[src/design/fieldbus_status_pkg.sv]
`default_nettype none

package fieldbus_status_pkg;

  // main control word bit positions
  localparam int unsigned CTRL_ON_BIT = 0;
  localparam int unsigned CTRL_COAST_N_BIT = 1;
  localparam int unsigned CTRL_QUICK_N_BIT = 2;
  localparam int unsigned CTRL_FAULT_ACK_BIT = 7;
  localparam int unsigned CTRL_WATCHDOG_BIT = 11;

  // status word bit positions
  localparam int unsigned ST_READY_SW_ON = 0;
  localparam int unsigned ST_READY_OPER = 1;
  localparam int unsigned ST_RUNNING = 2;
  localparam int unsigned ST_FAULT = 3;
  localparam int unsigned ST_NO_COAST = 4;
  localparam int unsigned ST_NO_QUICK = 5;
  localparam int unsigned ST_INHIBIT = 6;
  localparam int unsigned ST_WARNING = 7;
  localparam int unsigned ST_AT_SPEED = 8;
  localparam int unsigned ST_BUS_CTRL = 9;
  localparam int unsigned ST_ABOVE_LIMIT = 10;
  localparam int unsigned ST_SEL_LO = 11;
  localparam int unsigned ST_WATCHDOG_ECHO = 15;
  localparam logic [15:0] STATUS_RESET = 16'h0000;

  // combination-3 control word bit positions
  localparam int unsigned ALT_START_BIT = 0;
  localparam int unsigned ALT_CCW_BIT = 1;
  localparam int unsigned ALT_RESET_BIT = 2;
  localparam int unsigned ALT_DIN_LO = 3;
  localparam int unsigned ALT_DIN_HI = 7;

  // watchdog timebase: delay setting counts in milliseconds
  localparam int unsigned CLK_HZ = 25_000_000;
  localparam int unsigned WD_TICK_US = 1000;
  localparam int unsigned WD_TICK_CYCLES = (CLK_HZ / 1_000_000) * WD_TICK_US;

  typedef enum logic [2:0] {
    SW_INHIBIT = 3'b001,
    SW_ARMED   = 3'b010,
    SW_ENABLED = 3'b100
  } switch_state_t;

  typedef struct packed {
    logic init_done;
    logic run;
    logic modulating;
    logic flux_ready;
    logic brake_open;
    logic brake_fb_used;
    logic fault;
    logic warning;
    logic bus_has_control;
  } drive_state_t;

endpackage

`default_nettype wire

[src/design/fieldbus_status_word_logic.sv]
`timescale 1ns/1ns
`default_nettype none

// Notes on behaviour
// - with monitoring on and a delay below FFFF, a watchdog bit that stops toggling raises the fault state
// - a zero delay setting disables watchdog monitoring entirely
// - b0 low on fault or inhibit, high when initialised and pulses inhibited
// - b1 is b0 AND the ON command bit
// - b2 high only when running, modulating, flux ready, brake open if used
// - b3 mirrors the fault state
// - b4 low during coast stop, b5 low during quick stop
// - b6 clears only after stops released, then OFF, then ON
// - b7 follows warnings, clears itself without acknowledgement
// - b8 high when actual speed is within tolerance of reference
// - b9 high when the fieldbus master has control
// - b10 high when actual speed exceeds the above-speed limit
// - b11..b14 each copy one internal bit picked by its own select
// - b15 echoes control word bit 11 back to the master
// - combination-3 word: start, direction, fault reset, five bus digital inputs, rest ignored
// - combination-3 fault reset only on a rising edge of bit2
// - control bit1 low means coast stop and switch-on inhibit
// - control bit2 low requests the configured quick stop
// - control bit11 carries the master's watchdog square wave
module fieldbus_status_word_logic #(
  parameter int unsigned TICK_CYCLES = fieldbus_status_pkg::WD_TICK_CYCLES
) (
  input wire logic clk_i, // 25 MHz system clock
  input wire logic reset_i, // synchronous, active high
  input wire logic cycle_strobe_i, // one pulse per process-data cycle
  input wire logic [15:0] ctrl_word_i, // main control word from master
  input wire logic [15:0] alt_ctrl_word_i, // combination-3 control word
  input wire fieldbus_status_pkg::drive_state_t drive_i, // drive state flags
  input wire logic [15:0] speed_actual_i, // actual speed magnitude
  input wire logic [15:0] speed_ref_i, // speed reference magnitude
  input wire logic [15:0] speed_tolerance_i, // at-speed window
  input wire logic [15:0] above_speed_limit_setting_i, // above-limit threshold
  input wire logic [63:0] selectable_status_bit_i, // internal bits to pick from
  input wire logic [5:0] status_bit11_select_i, // index for b11
  input wire logic [5:0] status_bit12_select_i, // index for b12
  input wire logic [5:0] status_bit13_select_i, // index for b13
  input wire logic [5:0] status_bit14_select_i, // index for b14
  input wire logic [15:0] watchdog_delay_setting_i, // ms, zero disables
  output logic [15:0] status_word_o, // fieldbus status word
  output logic coast_stop_o, // coast stop command level
  output logic quick_stop_o, // quick stop command level
  output logic watchdog_fault_o, // bus communication fault, sticky
  output logic alt_start_o, // combination-3 start
  output logic alt_ccw_o, // combination-3 counter-clockwise
  output logic [4:0] bus_digital_input_o, // bus digital inputs one to five
  output logic fault_reset_o // one-cycle fault reset pulse
);

  localparam logic [15:0] TICK_LAST = 16'(TICK_CYCLES - 1);

  logic [15:0] status_q;
  logic [15:0] status_d;
  logic [15:0] ctrl_q;
  logic [15:0] alt_q;
  logic wd_prev_q;
  logic [15:0] wd_cnt_q;
  logic wd_fault_q;
  logic [15:0] tick_cnt_q;
  logic tick;
  logic wd_expired;
  logic wd_toggled;
  logic fault_now;
  logic ack_rise;
  logic alt_rise;
  fieldbus_status_pkg::switch_state_t sw_q;
  fieldbus_status_pkg::switch_state_t sw_d;

  function automatic logic within_tol(input logic [15:0] a, input logic [15:0] b,
                                      input logic [15:0] tol);
    logic [15:0] diff;
    diff = (a > b) ? 16'(a - b) : 16'(b - a);
    return diff <= tol;
  endfunction

  // millisecond enable for the watchdog counter
  always_ff @(posedge clk_i)
  begin
    if (reset_i || tick)
      tick_cnt_q <= 16'h0000;
    else
      tick_cnt_q <= 16'(tick_cnt_q + 16'h0001);
  end
  assign tick = (tick_cnt_q == TICK_LAST);

  // control words are only looked at on the cycle strobe
  always_ff @(posedge clk_i)
  begin
    if (reset_i)
    begin
      ctrl_q <= 16'h0000;
      alt_q <= 16'h0000;
      wd_prev_q <= 1'b0;
    end
    else if (cycle_strobe_i)
    begin
      ctrl_q <= ctrl_word_i;
      alt_q <= alt_ctrl_word_i;
      wd_prev_q <= ctrl_word_i[fieldbus_status_pkg::CTRL_WATCHDOG_BIT];
    end
  end

  assign wd_toggled = cycle_strobe_i &&
    (ctrl_word_i[fieldbus_status_pkg::CTRL_WATCHDOG_BIT] != wd_prev_q);
  assign wd_expired = (watchdog_delay_setting_i != 16'h0000) &&
    (wd_cnt_q > watchdog_delay_setting_i);

  // saturates at FFFF so a dead master keeps the count past any delay below FFFF
  always_ff @(posedge clk_i)
  begin
    if (reset_i || wd_toggled)
      wd_cnt_q <= 16'h0000;
    else if (tick && wd_cnt_q != 16'hFFFF)
      wd_cnt_q <= 16'(wd_cnt_q + 16'h0001);
  end

  assign ack_rise = cycle_strobe_i && ctrl_word_i[fieldbus_status_pkg::CTRL_FAULT_ACK_BIT] &&
    !ctrl_q[fieldbus_status_pkg::CTRL_FAULT_ACK_BIT];
  assign alt_rise = cycle_strobe_i && alt_ctrl_word_i[fieldbus_status_pkg::ALT_RESET_BIT] &&
    !alt_q[fieldbus_status_pkg::ALT_RESET_BIT];

  // a timeout in the same cycle as an acknowledge keeps the fault
  always_ff @(posedge clk_i)
  begin
    if (reset_i)
      wd_fault_q <= 1'b0;
    else if (wd_expired)
      wd_fault_q <= 1'b1;
    else if (ack_rise || alt_rise)
      wd_fault_q <= 1'b0;
  end

  assign fault_now = drive_i.fault || wd_fault_q;

  // switch-on inhibit sequence, evaluated per bus cycle
  always_comb
  begin
    sw_d = sw_q;
    if (!ctrl_word_i[fieldbus_status_pkg::CTRL_COAST_N_BIT] ||
        !ctrl_word_i[fieldbus_status_pkg::CTRL_QUICK_N_BIT] || fault_now)
      sw_d = fieldbus_status_pkg::SW_INHIBIT;
    else
    begin
      unique case (sw_q)
        fieldbus_status_pkg::SW_INHIBIT:
          if (!ctrl_word_i[fieldbus_status_pkg::CTRL_ON_BIT])
            sw_d = fieldbus_status_pkg::SW_ARMED;
        fieldbus_status_pkg::SW_ARMED:
          if (ctrl_word_i[fieldbus_status_pkg::CTRL_ON_BIT])
            sw_d = fieldbus_status_pkg::SW_ENABLED;
        fieldbus_status_pkg::SW_ENABLED:
          sw_d = fieldbus_status_pkg::SW_ENABLED;
        default:
          sw_d = fieldbus_status_pkg::SW_INHIBIT;
      endcase
    end
  end

  always_ff @(posedge clk_i)
  begin
    if (reset_i)
      sw_q <= fieldbus_status_pkg::SW_INHIBIT;
    else if (cycle_strobe_i)
      sw_q <= sw_d;
  end

  // next status word built from the same-cycle inputs for coherence
  always_comb
  begin
    logic inhibit;
    logic ready;
    inhibit = (sw_d != fieldbus_status_pkg::SW_ENABLED);
    ready = drive_i.init_done && !fault_now && !inhibit;
    status_d = 16'h0000;
    status_d[fieldbus_status_pkg::ST_READY_SW_ON] = ready;
    status_d[fieldbus_status_pkg::ST_READY_OPER] =
      ready && ctrl_word_i[fieldbus_status_pkg::CTRL_ON_BIT];
    status_d[fieldbus_status_pkg::ST_RUNNING] = drive_i.run && drive_i.modulating &&
      drive_i.flux_ready && (drive_i.brake_open || !drive_i.brake_fb_used);
    status_d[fieldbus_status_pkg::ST_FAULT] = fault_now;
    status_d[fieldbus_status_pkg::ST_NO_COAST] =
      ctrl_word_i[fieldbus_status_pkg::CTRL_COAST_N_BIT];
    status_d[fieldbus_status_pkg::ST_NO_QUICK] =
      ctrl_word_i[fieldbus_status_pkg::CTRL_QUICK_N_BIT];
    status_d[fieldbus_status_pkg::ST_INHIBIT] = inhibit;
    status_d[fieldbus_status_pkg::ST_WARNING] = drive_i.warning;
    status_d[fieldbus_status_pkg::ST_AT_SPEED] =
      within_tol(speed_actual_i, speed_ref_i, speed_tolerance_i);
    status_d[fieldbus_status_pkg::ST_BUS_CTRL] = drive_i.bus_has_control;
    status_d[fieldbus_status_pkg::ST_ABOVE_LIMIT] =
      speed_actual_i > above_speed_limit_setting_i;
    status_d[fieldbus_status_pkg::ST_SEL_LO] =
      selectable_status_bit_i[status_bit11_select_i];
    status_d[fieldbus_status_pkg::ST_SEL_LO + 1] =
      selectable_status_bit_i[status_bit12_select_i];
    status_d[fieldbus_status_pkg::ST_SEL_LO + 2] =
      selectable_status_bit_i[status_bit13_select_i];
    status_d[fieldbus_status_pkg::ST_SEL_LO + 3] =
      selectable_status_bit_i[status_bit14_select_i];
    status_d[fieldbus_status_pkg::ST_WATCHDOG_ECHO] =
      ctrl_word_i[fieldbus_status_pkg::CTRL_WATCHDOG_BIT];
  end

  always_ff @(posedge clk_i)
  begin
    if (reset_i)
      status_q <= fieldbus_status_pkg::STATUS_RESET;
    else if (cycle_strobe_i)
      status_q <= status_d;
  end

  // fault reset pulse; bits 8..15 of the alternate word are never read
  always_ff @(posedge clk_i)
  begin
    if (reset_i)
      fault_reset_o <= 1'b0;
    else
      fault_reset_o <= alt_rise || ack_rise;
  end

  assign status_word_o = status_q;
  assign coast_stop_o = !ctrl_q[fieldbus_status_pkg::CTRL_COAST_N_BIT];
  assign quick_stop_o = !ctrl_q[fieldbus_status_pkg::CTRL_QUICK_N_BIT];
  assign watchdog_fault_o = wd_fault_q;
  assign alt_start_o = alt_q[fieldbus_status_pkg::ALT_START_BIT];
  assign alt_ccw_o = alt_q[fieldbus_status_pkg::ALT_CCW_BIT];
  assign bus_digital_input_o =
    alt_q[fieldbus_status_pkg::ALT_DIN_HI:fieldbus_status_pkg::ALT_DIN_LO];
endmodule

`default_nettype wire

[config.mk]
export PLATFORM = sky130hd
export DESIGN_NAME = fieldbus_status_word_logic
export DESIGN_NICKNAME = d
export VERILOG_FILES = /design/src/design/fieldbus_status_pkg.sv /design/src/design/fieldbus_status_word_logic.sv
export SDC_FILE = /design/constraint.sdc
export NUM_CORES = 1
export LEC_CHECK = 0
export ABC_CLOCK_PERIOD_IN_PS = 4800
export BUFFER_PORTS_ARGS = -buffer_cell sky130_fd_sc_hd__clkbuf_2
export CORE_ASPECT_RATIO = 2
export CORE_MARGIN = 3
export CORE_UTILIZATION = 50
export DETAILED_ROUTE_END_ITERATION = 10
export HOLD_SLACK_MARGIN = 0.1
export PLACE_DENSITY = 0.87
export SETUP_SLACK_MARGIN = 0.05
export SKIP_CTS_REPAIR_TIMING = 1
export SLEW_MARGIN = 15
export SYNTH_ARGS = -nofsm -noshare
export SYNTH_HDL_FRONTEND = slang
export SYNTH_SLANG_ARGS = --single-unit
[constraint.sdc]
create_clock -name clk_i -period 4.8 [get_ports clk_i]
set_clock_uncertainty 0.05 [all_clocks]
set_input_delay 0.48 -clock clk_i [delete_from_list [all_inputs] [get_ports clk_i]]
set_output_delay 0.48 -clock clk_i [all_outputs]
set_load 0.03 [all_outputs]
# After elaboration in Yosys (flattened, before gate mapping)
# Cells that the tools add are included.
[classes]
addsub = 4
shift = 0
n_eq_ne = 7
n_mux = 15
div = 0
bitwise = 0
order_cmp = 8
n_mul = 0
n_reduce_logical = 31
[op_table]
columns = ["op", "n"]
rows = [
  ["> comparator 16 bit", 3],
  ["adder 16 x 1 -> 16 bit (second input constant)", 2],
  ["subtractor 16 bit", 2],
  ["less-than comparator 6 x 7 -> 1 bit (second input constant)", 4],
  ["binary-select mux 1 bit (select 6 bit)", 4],
  ["equality test 16 x 15 -> 1 bit (second input constant)", 1],
  ["<= comparator 16 bit", 1],
  ["2-to-1 mux 16 bit", 1],
  ["!= test 16 bit (second input constant)", 1],
  ["nonzero test 16 bit", 1],
  ["logical AND 1 bit", 13],
  ["zero test 1 bit", 9],
  ["2-to-1 mux 3 bit", 3],
  ["one-hot mux 3 bit (3 select lines)", 1],
  ["logical OR 1 bit", 7],
  ["2-to-1 mux 1 bit", 6],
  ["equality test 3 x 1 -> 1 bit (second input constant)", 1],
  ["equality test 3 x 2 -> 1 bit (second input constant)", 1],
  ["equality test 3 bit (second input constant)", 1],
  ["!= test 3 bit (second input constant)", 1],
  ["nonzero test 2 bit", 1],
  ["!= test 1 bit", 1],
]
[word_totals]
n_memories = 0
output_inout_bits = 27
wordCells = 74
latch_bits = 0
ram_bits = 0
rom_bits = 0
ff_bits = 70
in_bits = 212

# Depth between registers and ports, before layout
[depth]
ltp_word = 8
mapped_depth = 19
depth_no_buf = 19

# Worst setup path after synthesis
# No wires, ideal clock.
[synth_path]
path_kind = "input -> register"
start = "input port speed_actual_i[0]"
end = "register status_q[8] (netlist: status_word_o[8])"
path_slack_ps = 1033
path_buffers = 0
t_required_ps = 4659
path_stages = 17
arrival_time_ps = 3626
setup_time_ps = 91
cell_sequence = "inv_1 ha_1 inv_1 fa_1 nand3_1 a211oi_1 o21ai_0 a21oi_2 mux2_2 mux2_2 o311ai_1 ha_1 nand4_1 nor2_1 nand2_1 or3_1 a311oi_1"
[synth_via]
elab_chain_len = 3
elab_cells_between_ends = 5
classes_between = "add/sub: 2; order compare: 2; mux: 1"
[synth_rtl]
columns = ["item", "line", "rtl"]
rows = [
  ["start, declared", "fieldbus_status_word_logic.sv:33", "input wire logic [15:0] speed_actual_i,"],
  ["subtractor 16 bit or > comparator 16 bit (tied branches)", "fieldbus_status_word_logic.sv:75", "diff = (a > b) ? 16'(a - b) : 16'(b - a);"],
  ["2-to-1 mux 16 bit *", "fieldbus_status_word_logic.sv:75", ""],
  ["<= comparator 16 bit *", "fieldbus_status_word_logic.sv:76", "return diff <= tol;"],
  ["end signal, assigned", "fieldbus_status_word_logic.sv:210", "status_q <= fieldbus_status_pkg::STATUS_RESET;"],
  ["end signal, assigned", "fieldbus_status_word_logic.sv:212", "status_q <= status_d;"],
  ["end, declared", "fieldbus_status_word_logic.sv:55", "logic [15:0] status_q;"],
]
# Every way passes the cells marked *; elsewhere a longest branch is shown, timed or not.
# A chain may end at the register's enable or synchronous reset.

# Worst setup path after layout
[layout_path]
start = "input port speed_actual_i[5]"
end = "register status_q[8] (netlist: status_word_o[8])"
# The elaborated chain is that of the path after synthesis.

==> metrics.md <==
| Metric | Value |
|---|---|
| Outcome | `finished clean` |
| Die ar. | `approximately 0.017 mm^2` |
| Post-Syn Nets | `~1100` |
| Fin crit share | `86.5%` |
| Leakage | `roughly 4.3 nW` |
| Horiz. Die Dim | `92.4 um` |
| Row count | `between 60 and 70` |
| Area share of fa/ha/maj cells after synthesis | `~14%` |
| DRT Pass-1 Iters | `5` |
| Total gr overflow | `0` |
| Post-synth EDFFs | `0` |
| Top-Level Pins | `approximately 240` |
| Post-Route WL | `between 20 and 25 mm` |
| Largest family of logic cells by synthesized area | `multiplexers` |
| Slew HR | `50.3%` |
| Final nets | `roughly 1300` |
| CTS Buffer Depth | `2` |
| Yosys reg bits | `62` |
| Clk root buf | `clkbuf_16` |
| Synth Instances | `809` |
| Min-delay worst type | `in -> reg` |
| Ys flop type | `dfxtp_1` |
| Post-DP HPWL | `around 18 mm` |
| Layout Utilization | `between 60% and 70%` |
| Worst setup EP type | `flop` |
| Num Clock Sinks | `a little over 60` |
| CTS tree | `yes` |
| Unrepaired setup endpoints after global routing | `no` |
| Clock insertion delay at the later pin of the skew report | `between 300 and 400 ps` |
| Post-synthesis cell area | `~0.0075 mm^2` |
| Peak VDD IR | `0.201 mV` |
| Worst Setup Path Type | `in -> reg` |
| Max cap viols | `0` |
| Core area | `roughly 0.015 mm^2` |
| Post-route ant nets | `0` |
| Num CTS Buffers | `9` |
| Die height | `179 um` |
| Mean post-synth cell area | `a little over 9 um^2` |
| Setup Total Neg Slack | `0 ps` |
| Sequential fraction of the synthesis area | `16.6%` |
| Library cells used by synthesis | `63` |
| WL/cell | `between 15 and 20 um` |
| Pins Over Slew Limit | `0` |
| Final setup violation count | `0` |
| Vias in the first global route | `7117` |
| Drt via density | `~6` |
| Crit start category | `primary input` |
| P&R area growth vs syn | `19.2%` |
| Fmax | `between 200 and 250 MHz` |
| Initial DRC count | `approximately 300` |
| Layout cell share with drive strength beyond 1 | `between 30% and 40%` |
| # fillers | `1229` |
| DRC | `0` |
| Post-synthesis compound-gate area fraction | `13.1%` |
| Post-route minimum period | `a little over 4000 ps` |
| Data required time at the worst endpoint | `4990 ps` |
| Final Hold Viols | `0` |
| ANT cells | `0` |
| Initial core utilization | `51.5%` |
| Initial antenna violation count | `0` |
| Gr usage total | `approximately 26%` |
| Crit-path max FO | `11` |
| DR vias | `roughly 7000` |
| I/O Buffers | `about 220` |
| WP data arrival | `4340 ps` |
| Synth Area in XOR/XNOR | `under 10%` |
| Clock-pin slew of the registers on the worst-case setup and hold paths | `50 ps` |
| Largest net degree at the start of global routing | `35` |
| Simple-gate share of the synthesized area | `between 10 and 15%` |
| PD cells | `between 200 and 250 mW/mm^2` |
| Yosys warns | `0` |
| CTS H-tree lvls | `3` |
| Worst Tran Pin Value | `about 750 ps` |
| First-pass GRT wire length | `approximately 34 mm` |
| Mux share of post-synthesis cell area | `29.1%` |
| Asr flop ratio synth | `0%` |
| Final GP Congestion | `just under 1` |
cells in the mapped netlist (5+ instances only):
library cell	instances	share of area, %
nor2b_1	6	0.50
nand2_1	32	1.6
buf_2	11	0.74
o21ai_0	18	1.2
inv_1	98	4.9
buf_1	6	0.30
a221oi_1	5	0.59
o211ai_1	6	0.60
a211oi_1	5	0.50
mux2i_1	25	3.4
mux4_2	84	25
buf_4	12	1.2
xnor2_1	23	2.7
nor2_1	85	4.3
or3_1	5	0.42
nor4_1	7	0.59
nor3_1	15	1.0
clkbuf_1	15	0.75
nand4_1	24	2.0
ha_1	81	14
dfxtp_1	62	17
xor2_1	15	1.8
a21o_1	29	2.9
nand3_1	21	1.4
a21oi_1	53	3.6
flip-flops by register name, summed over array words and instances, names as in the netlist, 3 cells and up:
name and cells:
status_word_o 13, wd_cnt_q 16, sw_q 3, ctrl_q 3
alt_q 8, tick_cnt_q 16
cell usage in the layout, fill, tap and decap left out, types with 3 or more instances in the layout:
cell / Yosys / routed
clkbuf_2: 1 / 219
inv_1: 98 / 98
nor2_1: 85 / 85
mux4_2: 84 / 84
ha_1: 81 / 81
dfxtp_1: 62 / 62
a21oi_1: 53 / 53
nand2_1: 32 / 32
a21o_1: 29 / 29
mux2i_1: 25 / 25
nand4_1: 24 / 24
xnor2_1: 23 / 23
nand3_1: 21 / 21
o21ai_0: 18 / 18
nor3_1: 15 / 15
xor2_1: 15 / 15
clkbuf_16: 0 / 9
buf_4: 12 / 9
nor4_1: 7 / 7
nor2b_1: 6 / 6
o211ai_1: 6 / 6
a211oi_1: 5 / 5
or3_1: 5 / 5
a221oi_1: 5 / 5
and2_1: 4 / 4
o21a_1: 4 / 4
o22ai_1: 4 / 4
nand2b_1: 4 / 4
mux2_2: 3 / 3
a211o_1: 3 / 3
o21bai_1: 3 / 3
and3_1: 3 / 3
power breakdown:
part	total, mW	internal, mW	switching, mW	leakage, nW
registers	0.542	0.532	0.00997	0.505
clock network	0.651	0.416	0.236	0.142
logic	0.761	0.369	0.392	3.63
total	1.95	1.32	0.638	4.28
path summary, 6_finish.rpt:
path                                         start          endpoint  slack [ps]  cells after the start
worst max-delay path             speed_actual_i[5]  status_word_o[8]         650                     16
worst min register to register       tick_cnt_q[0]     tick_cnt_q[0]         400                      1
worst max register to register       tick_cnt_q[6]      wd_cnt_q[12]        2320                      7
worst min-delay path            alt_ctrl_word_i[6]          alt_q[6]         340                      3
per-stage QoR:
stage | area [um^2] | hold slack [ps] | instances | setup WS (ps) | total power [mW]
after floorplan | 7470 | 368 | 809 | 1030 | 1.07
after global placement | 8600 | 377 | 1180 | 419 | 1.28
after detailed placement | 8600 | 390 | 1180 | 354 | 1.31
after CTS | 8900 | 329 | 1196 | 686 | 1.97
after global routing | 8900 | 343 | 1196 | 249 | 2.06
final | 8900 | 340 | 1196 | 650 | 1.95
per-layer routing:
layer	up-vias	wire length (um)	track usage, %
met5	-	0	0
met3	75	1610	5.08
met4	0	976	11.5
met1	3349	7160	25.8
li1	3370	-	-
met2	376	11800	49.9
cell families after synthesis:
| kind of cell | Yosys count |
|---|---|
| compound gates | 150 |
| xor+xnor | 38 |
| fa+ha+maj | 83 |
| buf+inv | 147 |
| flops | 62 |
| mux | 112 |
| simple gates | 217 |
cell type report:
class                           count  area (um^2)  share of cell area (%)
Multi-Input combinational cell    600         5590                    62.8
Sequential cell                    62         1240                    13.9
Timing Repair Buffer              228         1160                    13.1
Inverter                           98          368                    4.13
Clock buffer                       11          243                    2.73
Tap cell                          192          240                    2.70
Clock inverter                      5         58.8                   0.661
worst max-delay path, stage by stage:
cell	delay [ps]
clkbuf_2	120
inv_1	50
ha_1	470
nand2_1	120
a211oi_1	370
o21ai_0	250
a21oi_2	520
mux2_2	420
mux2_2	230
o311ai_1	90
ha_1	310
nand4_1	80
nor2_1	120
nand2_1	90
or3_1	350
a311oi_1	250
Power figures use the tool's default switching activity.
